$ cat config.mk
export PLATFORM = sky130hd
export DESIGN_NAME = self_test_error_collector
export DESIGN_NICKNAME = d
export VERILOG_FILES = /design/src/verilog/self_test_pkg.sv /design/src/verilog/hex_digit_render.sv /design/src/verilog/self_test_error_collector.sv
export SDC_FILE = /design/constraint.sdc
export NUM_CORES = 1
export LEC_CHECK = 0
export BUFFER_PORTS_ARGS = -buffer_cell sky130_fd_sc_hd__buf_4
export CORE_AREA = 2 2 146 255
export CTS_BUF_LIST = sky130_fd_sc_hd__clkbuf_8
export DETAILED_ROUTE_END_ITERATION = 7
export DIE_AREA = 0 0 148 257
export PLACE_DENSITY = 0.51
export RECOVER_POWER = 50
export SLEW_MARGIN = 20
export SYNTH_ARGS = -nofsm -noshare
export SYNTH_HDL_FRONTEND = slang
export SYNTH_SLANG_ARGS = --single-unit
$ cat constraint.sdc
create_clock -name sys_clk -period 9.3 [get_ports sys_clk]
set_clock_uncertainty 0.1 [all_clocks]
set_input_delay 0.465 -clock sys_clk [delete_from_list [all_inputs] [get_ports sys_clk]]
set_output_delay 0.465 -clock sys_clk [all_outputs]
set_load 0.1 [all_outputs]
$ cat src/verilog/self_test_pkg.sv
// shared constants of the self-test error collector
package self_test_pkg;
  // ==========================================================
  // clock and timing
  localparam int CLK_PERIOD_NS = 4;
  localparam int POLL_WAIT_NS  = 1000;
  localparam int POLL_WAIT_CYC = (POLL_WAIT_NS + CLK_PERIOD_NS - 1) / CLK_PERIOD_NS;
  localparam int STUCK_NS      = 10000;
  localparam int STUCK_CYC     = (STUCK_NS + CLK_PERIOD_NS - 1) / CLK_PERIOD_NS;
  localparam int CNT_W         = 12;

  // ==========================================================
  // error words
  localparam int FATAL_W    = 8;
  localparam int NONFATAL_W = 24;
  localparam int CMD_W      = 32;
  localparam logic [FATAL_W-1:0]    FATAL_MASK    = 8'h37;
  localparam logic [NONFATAL_W-1:0] NONFATAL_MASK = 24'h7fffff;
  localparam logic [CMD_W-1:0]      CMD_MASK      = 32'h01ffffff;
  localparam int DIGIT_W = 3;

  // ==========================================================
  // display codes and messages
  localparam logic [7:0] ERR_NONE     = 8'h00;
  localparam logic [7:0] ERR_NONFATAL = 8'h1a;
  localparam logic [7:0] ERR_CMD      = 8'h1b;
  localparam logic [7:0] ERR_FATAL    = 8'h50;
  localparam int MSG_W = 3;
  localparam logic [MSG_W-1:0] MSG_NONE      = 3'h0;
  localparam logic [MSG_W-1:0] MSG_PON_FAIL  = 3'h1;
  localparam logic [MSG_W-1:0] MSG_TEST_FAIL = 3'h2;
  localparam logic [MSG_W-1:0] MSG_TEST_OK   = 3'h3;
  localparam logic [MSG_W-1:0] MSG_READY     = 3'h4;
  localparam logic [7:0] ASCII_ZERO = 8'h30;
  localparam logic [7:0] ASCII_A    = 8'h41;

  // ==========================================================
  // check phases and last-word kinds
  localparam logic [1:0] PH_NONE     = 2'h0;
  localparam logic [1:0] PH_FATAL    = 2'h1;
  localparam logic [1:0] PH_NONFATAL = 2'h2;
  localparam logic [1:0] PH_CMD      = 2'h3;

  // ==========================================================
  // slot answers
  localparam int MODEL_W = 8;
  localparam logic [1:0] SLOT_EMPTY   = 2'h0;
  localparam logic [1:0] SLOT_PARTIAL = 2'h1;
  localparam logic [1:0] SLOT_FULL    = 2'h2;

  // ==========================================================
  // register map
  localparam int REG_AW = 8;
  localparam logic [REG_AW-1:0] REG_CTRL      = 8'h00;
  localparam logic [REG_AW-1:0] REG_STATUS    = 8'h04;
  localparam logic [REG_AW-1:0] REG_FATAL     = 8'h08;
  localparam logic [REG_AW-1:0] REG_NONFATAL  = 8'h0c;
  localparam logic [REG_AW-1:0] REG_CMDTEST   = 8'h10;
  localparam logic [REG_AW-1:0] REG_ERROR_STRING_QUERY    = 8'h14;
  localparam logic [REG_AW-1:0] REG_HEXSEL    = 8'h18;
  localparam logic [REG_AW-1:0] REG_HEXCHAR   = 8'h1c;
  localparam logic [REG_AW-1:0] REG_SLOT_BASE = 8'h20;
  localparam int CTRL_START  = 0;
  localparam int STAT_READY  = 8;
  localparam int STAT_LOCKED = 9;
  localparam int STAT_PEND   = 10;
  localparam int STAT_STUCK  = 11;
  localparam int ERROR_STRING_QUERY_MSG  = 8;
  localparam int ERROR_STRING_QUERY_KIND = 12;
  localparam int SLOT_RESP   = 8;
endpackage

$ cat src/verilog/hex_digit_render.sv
// one hexadecimal digit of an error word as an ascii character
`timescale 1ns/1ps
`default_nettype none
module hex_digit_render (
  // word and digit position, 0 is the rightmost
  input  wire logic [self_test_pkg::CMD_W-1:0]   word,
  input  wire logic [self_test_pkg::DIGIT_W-1:0] digit,
  // rendered character
  output logic      [7:0]                        ascii
);
  import self_test_pkg::*;

  function automatic logic [7:0] hex_ascii(input logic [3:0] nib);
    logic [7:0] wide;
    wide = {4'h0, nib};
    if (nib < 4'ha) begin
      hex_ascii = ASCII_ZERO + wide;
    end else begin
      hex_ascii = ASCII_A + wide - 8'h0a;
    end
  endfunction

  // digit 0 carries data bits 3..0
  wire logic [3:0] nibble = word[{digit, 2'b00} +: 4];
  assign ascii = hex_ascii(nibble);
endmodule
`default_nettype wire

$ cat src/verilog/self_test_error_collector.sv
// self-test sequencer, error word collector and backplane slot enumerator
//
// Implementation choices: the placing of the registers and the strobed register port.
`timescale 1ns/1ps
`default_nettype none
// Function
// - reduced fatal word bits 0,1,2,4,5; 3,6,7 zero
// - non-fatal test only after clean fatal test
// - non-fatal failures recorded, test keeps running
// - non-fatal word is 24 bits, bit0 rightmost
// - failure bits accumulate and stay set
// - non-fatal bits 0-7 latch, clock, pacer faults
// - non-fatal bits 8-16 crystal, backplane, options
// - non-fatal bits 17-22 panel faults, 23 unused
// - non-fatal failure shows error 26, reaches ready
// - command test accepted any time, state untouched
// - command test lights all segments, tone, pass
// - command failure beeps, error 27, 32-bit word
// - command bits 0-8 memory and acknowledge faults
// - command bits 9-18 clock, backplane, options
// - command bits 19-24 panel faults, rest unused
// - each hex digit four bits, bit0 rightmost
// - controller waits on shared transfer acknowledge
// - stuck acknowledge after wake-up stops servicing
// - reset polls every slot into a table
// - later insertions ignored until next reset
// - fatal failure beeps, error 80, locks up
// - reduced fatal word offered to instrument bus
module self_test_error_collector #(
  parameter int NUM_SLOTS = 8,
  parameter int SLOT_AW   = 3
) (
  // clock and reset
  input  wire logic                               sys_clk,
  input  wire logic                               reset,
  // register port
  input  wire logic [self_test_pkg::REG_AW-1:0]   reg_addr,
  input  wire logic [31:0]                        reg_wdata,
  input  wire logic                               reg_wr,
  input  wire logic                               reg_rd,
  output logic      [31:0]                        reg_rdata,
  // check engine
  output logic      [1:0]                         check_phase,
  input  wire logic [31:0]                        check_fail,
  input  wire logic                               check_done,
  // backplane
  output logic                                    slot_poll,
  output logic      [SLOT_AW-1:0]                 slot_sel,
  input  wire logic                               transfer_acknowledge_n,
  input  wire logic [1:0]                         slot_resp,
  input  wire logic [self_test_pkg::MODEL_W-1:0]  slot_model,
  // front panel
  output logic      [7:0]                         error_code,
  output logic      [self_test_pkg::MSG_W-1:0]    message,
  output logic                                    error_annunc,
  output logic                                    beep,
  output logic                                    tone,
  output logic                                    all_segments,
  output logic                                    ready,
  output logic                                    locked,
  output logic                                    service_en,
  // instrument bus
  output logic      [self_test_pkg::FATAL_W-1:0]  fatal_word
);
  import self_test_pkg::*;

  // ==========================================================
  // state
  typedef enum logic [7:0] {
    ST_ENUM      = 8'h01,
    ST_ENUM_WAIT = 8'h02,
    ST_ENUM_REL  = 8'h04,
    ST_FATAL     = 8'h08,
    ST_NONFATAL  = 8'h10,
    ST_READY     = 8'h20,
    ST_CMD       = 8'h40,
    ST_LOCK      = 8'h80
  } state_e;

  state_e                  state_q, state_d;
  logic [FATAL_W-1:0]      fatal_q, fatal_d;
  logic [NONFATAL_W-1:0]   nf_q, nf_d;
  logic [CMD_W-1:0]        cmd_q, cmd_d;
  logic [CNT_W-1:0]        timer_q, stuck_q, stuck_d;
  logic [SLOT_AW-1:0]      slot_idx_q;
  logic [SLOT_RESP+1:0]    slot_tab_q [NUM_SLOTS];
  logic                    cmd_pend_q, cmd_pend_d;
  logic [1:0]              kind_q;
  logic [DIGIT_W-1:0]      hex_sel_q;
  logic [31:0]             rdata_q, status_w;
  logic [1:0]              phase_q;
  logic                    poll_q, beep_q, tone_q, seg_q, ready_q, locked_q, serv_q, annunc_q;
  logic [7:0]              code_q;
  logic [MSG_W-1:0]        msg_q;

  // ==========================================================
  // decode of events
  wire logic [FATAL_W-1:0]    fatal_fail = check_fail[FATAL_W-1:0] & FATAL_MASK;
  wire logic [NONFATAL_W-1:0] nf_fail    = check_fail[NONFATAL_W-1:0] & NONFATAL_MASK;
  wire logic [CMD_W-1:0]      cmd_fail   = check_fail & CMD_MASK;
  wire logic [NONFATAL_W-1:0] nf_acc     = nf_q | nf_fail;
  wire logic [CMD_W-1:0]      cmd_acc    = cmd_q | cmd_fail;
  wire logic fatal_bad  = (state_q == ST_FATAL) && (|fatal_fail);
  wire logic fatal_ok   = (state_q == ST_FATAL) && check_done && !fatal_bad;
  wire logic nf_end     = (state_q == ST_NONFATAL) && check_done;
  wire logic nf_bad     = nf_end && (|nf_acc);
  wire logic cmd_end    = (state_q == ST_CMD) && check_done;
  wire logic cmd_bad    = cmd_end && (|cmd_acc);
  wire logic ack_low    = !transfer_acknowledge_n;
  wire logic poll_hit   = (state_q == ST_ENUM_WAIT) && ack_low;
  wire logic poll_miss  = (state_q == ST_ENUM_WAIT) && !ack_low && (timer_q == '0);
  wire logic last_slot  = slot_idx_q == SLOT_AW'(NUM_SLOTS - 1);
  wire logic awake      = (state_q == ST_READY) || (state_q == ST_CMD);
  wire logic stuck_now  = stuck_d == CNT_W'(STUCK_CYC);
  wire logic cmd_go     = (state_q == ST_READY) && cmd_pend_q && !stuck_now;
  wire logic ctrl_wr    = reg_wr && (reg_addr == REG_CTRL);
  wire logic hexsel_wr  = reg_wr && (reg_addr == REG_HEXSEL);

  // ==========================================================
  // sequence
  always_comb begin
    state_d = state_q;
    case (state_q)
      // a line held low before the poll stalls the scan here
      ST_ENUM:      if (!ack_low) state_d = ST_ENUM_WAIT;
      ST_ENUM_WAIT: begin
        if (poll_hit) begin
          state_d = ST_ENUM_REL;
        end else if (poll_miss) begin
          state_d = last_slot ? ST_FATAL : ST_ENUM;
        end
      end
      ST_ENUM_REL:  if (!ack_low) state_d = last_slot ? ST_FATAL : ST_ENUM;
      ST_FATAL: begin
        if (fatal_bad) begin
          state_d = ST_LOCK;
        end else if (fatal_ok) begin
          state_d = ST_NONFATAL;
        end
      end
      ST_NONFATAL:  if (nf_end) state_d = ST_READY;
      ST_READY:     if (cmd_go) state_d = ST_CMD;
      ST_CMD:       if (cmd_end) state_d = ST_READY;
      ST_LOCK:      state_d = ST_LOCK;
      default:      state_d = ST_ENUM;
    endcase
  end

  wire logic enter_fatal = (state_d == ST_FATAL) && (state_q != ST_FATAL);
  wire logic enter_nf    = (state_d == ST_NONFATAL) && (state_q != ST_NONFATAL);
  wire logic enter_cmd   = (state_d == ST_CMD) && (state_q != ST_CMD);

  // words start clean and only gain bits while their test runs
  assign fatal_d = enter_fatal ? '0 : (state_q == ST_FATAL) ? (fatal_q | fatal_fail) : fatal_q;
  assign nf_d    = enter_nf ? '0 : (state_q == ST_NONFATAL) ? nf_acc : nf_q;
  assign cmd_d   = enter_cmd ? '0 : (state_q == ST_CMD) ? cmd_acc : cmd_q;
  // a request may come at any time and waits for ready
  assign cmd_pend_d = (ctrl_wr && reg_wdata[CTRL_START]) || (cmd_pend_q && !cmd_go);
  // only a line low while awake counts as stuck
  assign stuck_d = !(awake && ack_low) ? '0 :
                   (stuck_q == CNT_W'(STUCK_CYC)) ? stuck_q : stuck_q + 1'b1;

  always_ff @(posedge sys_clk or posedge reset) begin
    if (reset) begin
      state_q    <= ST_ENUM;
      fatal_q    <= '0;
      nf_q       <= '0;
      cmd_q      <= '0;
      cmd_pend_q <= 1'b0;
      stuck_q    <= '0;
    end else begin
      state_q    <= state_d;
      fatal_q    <= fatal_d;
      nf_q       <= nf_d;
      cmd_q      <= cmd_d;
      cmd_pend_q <= cmd_pend_d;
      stuck_q    <= stuck_d;
    end
  end

  // ==========================================================
  // slot enumeration, only after reset
  always_ff @(posedge sys_clk or posedge reset) begin
    if (reset) begin
      slot_idx_q <= '0;
      timer_q    <= '0;
    end else begin
      if (state_d == ST_ENUM_WAIT && state_q != ST_ENUM_WAIT) begin
        timer_q <= CNT_W'(POLL_WAIT_CYC);
      end else if (state_q == ST_ENUM_WAIT && timer_q != '0) begin
        timer_q <= timer_q - 1'b1;
      end
      if ((poll_miss || (state_q == ST_ENUM_REL && !ack_low)) && !last_slot) begin
        slot_idx_q <= slot_idx_q + 1'b1;
      end
    end
  end

  always_ff @(posedge sys_clk or posedge reset) begin
    if (reset) begin
      for (int i = 0; i < NUM_SLOTS; i++) begin
        slot_tab_q[i] <= '0;
      end
    end else if (poll_hit) begin
      slot_tab_q[slot_idx_q] <= {slot_resp, slot_model};
    end else if (poll_miss) begin
      slot_tab_q[slot_idx_q] <= {SLOT_EMPTY, {MODEL_W{1'b0}}};
    end
  end

  // ==========================================================
  // panel outputs
  always_ff @(posedge sys_clk or posedge reset) begin
    if (reset) begin
      phase_q  <= PH_NONE;
      poll_q   <= 1'b0;
      beep_q   <= 1'b0;
      tone_q   <= 1'b0;
      seg_q    <= 1'b0;
      ready_q  <= 1'b0;
      locked_q <= 1'b0;
      serv_q   <= 1'b0;
    end else begin
      phase_q  <= (state_d == ST_FATAL) ? PH_FATAL : (state_d == ST_NONFATAL) ? PH_NONFATAL :
                  (state_d == ST_CMD) ? PH_CMD : PH_NONE;
      poll_q   <= state_d == ST_ENUM_WAIT;
      beep_q   <= fatal_bad || cmd_bad;
      tone_q   <= state_d == ST_CMD;
      seg_q    <= state_d == ST_CMD;
      ready_q  <= state_d == ST_READY;
      locked_q <= state_d == ST_LOCK;
      serv_q   <= (state_d == ST_READY) && !stuck_now;
    end
  end

  // code and message stay put while stuck, the display keeps its state
  always_ff @(posedge sys_clk or posedge reset) begin
    if (reset) begin
      code_q   <= ERR_NONE;
      msg_q    <= MSG_NONE;
      annunc_q <= 1'b0;
      kind_q   <= PH_NONE;
    end else if (fatal_bad) begin
      code_q   <= ERR_FATAL;
      msg_q    <= MSG_NONE;
      annunc_q <= 1'b1;
      kind_q   <= PH_FATAL;
    end else if (nf_end) begin
      code_q   <= nf_bad ? ERR_NONFATAL : ERR_NONE;
      msg_q    <= nf_bad ? MSG_PON_FAIL : MSG_READY;
      annunc_q <= nf_bad;
      kind_q   <= PH_NONFATAL;
    end else if (cmd_end) begin
      code_q   <= cmd_bad ? ERR_CMD : ERR_NONE;
      msg_q    <= cmd_bad ? MSG_TEST_FAIL : MSG_TEST_OK;
      annunc_q <= cmd_bad;
      kind_q   <= PH_CMD;
    end
  end

  // ==========================================================
  // register port
  wire logic [REG_AW-1:0] slot_off = reg_addr - REG_SLOT_BASE;
  wire logic slot_rd_hit = (reg_addr >= REG_SLOT_BASE) && (slot_off[1:0] == 2'b00) &&
                           (slot_off[REG_AW-1:2] < (REG_AW-2)'(NUM_SLOTS));
  wire logic [SLOT_AW-1:0] slot_rd_idx = slot_off[SLOT_AW+1:2];
  wire logic [CMD_W-1:0] last_word = (kind_q == PH_FATAL) ? CMD_W'(fatal_q) :
                                     (kind_q == PH_NONFATAL) ? CMD_W'(nf_q) : cmd_q;
  logic [7:0] hex_char;

  hex_digit_render u_hex (
    .word  (last_word),
    .digit (hex_sel_q),
    .ascii (hex_char)
  );

  always_comb begin
    status_w = '0;
    status_w[7:0] = state_q;
    status_w[STAT_READY]  = ready_q;
    status_w[STAT_LOCKED] = locked_q;
    status_w[STAT_PEND]   = cmd_pend_q;
    status_w[STAT_STUCK]  = stuck_q == CNT_W'(STUCK_CYC);
  end

  wire logic [31:0] error_string_query_w = {16'h0000, 2'b00, kind_q, 1'b0, msg_q, code_q};
  wire logic [31:0] rd_mux =
    (reg_addr == REG_STATUS)   ? status_w :
    (reg_addr == REG_FATAL)    ? 32'(fatal_q) :
    (reg_addr == REG_NONFATAL) ? 32'(nf_q) :
    (reg_addr == REG_CMDTEST)  ? cmd_q :
    (reg_addr == REG_ERROR_STRING_QUERY)   ? error_string_query_w :
    (reg_addr == REG_HEXSEL)   ? 32'(hex_sel_q) :
    (reg_addr == REG_HEXCHAR)  ? 32'(hex_char) :
    slot_rd_hit                ? 32'(slot_tab_q[slot_rd_idx]) : 32'h0000_0000;

  always_ff @(posedge sys_clk or posedge reset) begin
    if (reset) begin
      rdata_q   <= '0;
      hex_sel_q <= '0;
    end else begin
      rdata_q <= reg_rd ? rd_mux : 32'h0000_0000;
      if (hexsel_wr) begin
        hex_sel_q <= reg_wdata[DIGIT_W-1:0];
      end
    end
  end

  assign reg_rdata    = rdata_q;
  assign check_phase  = phase_q;
  assign slot_poll    = poll_q;
  assign slot_sel     = slot_idx_q;
  assign error_code   = code_q;
  assign message      = msg_q;
  assign error_annunc = annunc_q;
  assign beep         = beep_q;
  assign tone         = tone_q;
  assign all_segments = seg_q;
  assign ready        = ready_q;
  assign locked       = locked_q;
  assign service_en   = serv_q;
  assign fatal_word   = fatal_q;
endmodule
`default_nettype wire

==> summary.md <==
| Metric | Value |
|---|---|
| Status | finished with violations |
| Violated checks | capacitance limit, slew limit |
| Crit path kind | reg2reg |
| Setup tns final | 0 ns |
| Fin area | 12300 um2 |
| Vias in the first global route | 8751 |
| Sequential fraction of the synthesis area | 50.3% |
| Main area contributors after synthesis | dfrtp_1 (50%), a22o_1 (6.8%), mux4_2 (4.8%) |
| Rel. slew slack | -92.6% |
| Yosys warns | 0 |
| Post-synthesis sequential element count | 215 |
| RePlAce Congestion | 0.946 |
| Crit path launch | state_q[3]$_DFF_PP0_ |
| Multi-input combinational cell area | 4870 um2 |
| Core area | 35900 um2 |
| DRT Pass-1 Iters | 5 |
| Number of flops mapped to enable cells by yosys | 0 |
| Reg clk slew, reported paths | 0.06 ns |
| Num ports | 152 |
| Root buffer cell | clkbuf_8 |
| Worst-margin pin slew | 2.87 ns |
| IO buf count | 109 |
| VDD IR-drop max | 0.0000860 V |
| Sink Count | 215 |
| Post-DP Area | 11900 um2 |
| Initial core utilization | 29.8% |
| GRT Total Usage | 18.6% |
| Fmax | 225 MHz |
| Layout fillers | 3730 |
| Die Area | 38000 um2 |
| Pin count of the biggest net entering global routing | 81 |
| WP data arrival | 4.77 ns |
| Data required, critical path | 9.62 ns |
| DRT Wirelength | 35500 um |
| Syn Inst Count | 1004 |
| Initial antenna violation count | 1 |
| Max Cap Viol | 2 |
| Non-filler cells, final | 1588 |
| RSZ-0062 raised after global routing | no |
| Die H | 257 um |
| Dominant synthesized flop cell | dfrtp_1 |
| Async set-reset flop share out of synthesis | 100% |
| DP Wirelength | 25600 um |
| Final Hold Fails | 0 |
| Clock buffer depth | 3 |
| Final Power | 2.36 mW |
| CTS H-tree depth | 2 |
| Setup bufs post-CTS | 0 |
| # placed instances | 1524 |
| CP Launch Type | flop |
| Area grow syn2layout | 14.8% |
| Gr ovfl total | 0 |
| Final setup viols | 0 |
| Worst r2r src | state_q[3]$_DFF_PP0_ |
| Crit. End Element | flop |
| Total CTS buffers | 35 |
| PostCTS Resize Cnt | 0 |
| Fin. max-slew vios | 100 |
| Min cycle time layout | 4.45 ns |
| Iter 0 DRT Violations | 640 |
| Share of layout cells above drive strength 1 | 14.8% |
| Row count | 92 |
| Clk_lat worst skew | 0.55 ns |
| Crit path max fanout | 33 |
| Period utilization | 47.9% |
| Register area | 5380 um2 |
| Synth area leader | dfrtp_1 |
| Drt via density | 5.39 |
| Die X | 148 um |
| Leakage | 5.48 nW |
| Drt wl/cell | 22.4 um |
| CTS tree | yes |
| Layout net count | 1187 |
| Power Dens Cells | 192 nW/um2 |
| Via count | 8556 |
| Average size of a mapped cell | 10.7 um2 |
| Global-route wire length before repair | 54500 um |
| Worst hold path type | in2reg |
| Worst hold path startpoint | reg_wdata[0] |
| Netlist Area Pre-Place | 10700 um2 |
| Post-synth cell types | 83 |
| Share of the synthesized area in the top cell type | 50.1% |
| DRC viols | 0 |
| Antenna-violating nets left | 0 |
logic make-up (layout without fill, tap and decap cells):
| logic type | after synthesis | after routing | share of synthesized area [%] |
|---|---|---|---|
| compound gates | 277 | 277 | 18.7 |
| xor+xnor | 24 | 24 | 1.96 |
| buf+inv | 99 | 206 | 4.30 |
| simple gates | 314 | 314 | 14.8 |
| flops | 215 | 215 | 50.3 |
| mux | 67 | 67 | 9.06 |
| other cells | 1 | 8 | 0.0351 |
| fa+ha+maj | 7 | 7 | 0.819 |
critical path, stage by stage (launching register included):
cell and delay (ns):
dfrtp_1 0.49, nor4_1 0.90, and4b_1 0.29, clkbuf_1 1.33, o21ai_0 0.66, and3_1 0.35
a31o_2 0.21
through the flow:
step	utilization [%]	hold slack, ns	setup WS [ns]
global route	34.2	0.0519	4.59
finish	34.2	0.0625	4.85
CTS	34.9	0.0366	5.78
global placement	33.0	0.383	5.87
detailed placement	33.0	0.387	5.79
floorplan	-	0.368	2.86
what timing repair did:
item | 4_1_cts | 5_1_grt
setup endpoints to repair | 0 | 0
endpoints found under the hold margin | 64 | 0
hold buffers | 1 | 0
cell usage after synthesis (all sizes together) (20+ instances only):
| cell type | count |
|---|---|
| a21oi | 75 |
| clkbuf | 38 |
| mux4 | 23 |
| nor3 | 23 |
| mux2i | 35 |
| buf | 40 |
| inv | 20 |
| nand2 | 56 |
| dfrtp | 214 |
| nor2 | 112 |
| o21ai | 33 |
| a22o | 83 |
| nor4 | 26 |
final timing paths:
path,to,slack (ns),cells past startpoint
setup reg to reg,message[0]$_DFFE_PP0P_,4.85,6
hold reg to reg,slot_tab_q[36]$_DFFE_PP0P_,0.40,1
min in group asynchronous,timer_q[7]$_DFFE_PP0P_,1.20,3
hold / removal,hex_sel_q[0]$_DFFE_PP0P_,0.06,3
max in group asynchronous,cmd_q[6]$_DFFE_PP0P_,5.30,5
setup / recovery,message[0]$_DFFE_PP0P_,4.85,6
state kept, by name, summed over array words and instances (netlist names), 2 cells and up:
| signal | count |
|---|---|
| check_phase | 2 |
| cmd_q | 25 |
| error_code | 4 |
| fatal_word | 5 |
| hex_sel_q | 3 |
| kind_q | 2 |
| message | 3 |
| nf_q | 23 |
| reg_rdata | 26 |
| slot_sel | 3 |
| slot_tab_q | 80 |
| state_q | 8 |
| stuck_q | 12 |
| timer_q | 12 |
cell usage in the layout, fill, tap and decap left out, types with 4 or more instances in the layout:
master	synthesis	layout
a22o_1	83	83
dfrtp_1	214	214
o22ai_1	7	7
clkbuf_1	37	62
mux2_2	9	9
a21o_1	4	4
nor3_1	20	20
clkbuf_8	0	42
a22oi_1	17	17
o211ai_1	6	6
nand2_1	56	56
a221oi_1	5	5
a31oi_1	5	5
nand3_1	16	16
nand4b_1	4	4
a211oi_1	5	5
xnor2_1	14	14
nor2b_1	10	10
mux4_2	23	23
inv_1	20	32
or3_1	8	8
nor3b_1	4	4
ha_1	7	7
a21oi_1	74	74
o21ai_0	32	33
clkinv_2	0	5
and3_1	7	7
mux2i_1	35	35
or2_2	8	8
xor2_1	10	10
nor2_1	112	112
nand4_1	8	8
nor4_1	24	26
conb_1	1	7
nand2b_1	11	11
buf_4	16	57
routing by layer:
metal	wire length [um]	part of all wire, %	GRT usage [%]	vias up
met1	12700	36	20.3	4305
met4	2230	6.3	11.7	0
met5	0	0	0	-
li1	-	-	-	3881
met2	19000	54	33.8	273
met3	1580	4.4	2.43	97
final cells by class:
class / count / area share, %
diodes: 1 / 0.0204
clock buffers: 42 / 4.71
inverters: 21 / 0.652
flip-flops and latches: 215 / 43.8
repair buffers: 123 / 5.67
well taps: 470 / 4.79
clock inverters: 20 / 0.733
multi-input cells: 696 / 39.6
where the power goes:
group	internal (mW)	total [mW]	leakage (nW)	switching, mW
Sequential	1.04	1.12	2.85	0.0799
Clock	0.411	0.813	0.395	0.402
Combinational	0.175	0.423	2.23	0.248
Total	1.63	2.36	5.48	0.730
Power figures use the tool's default switching activity.
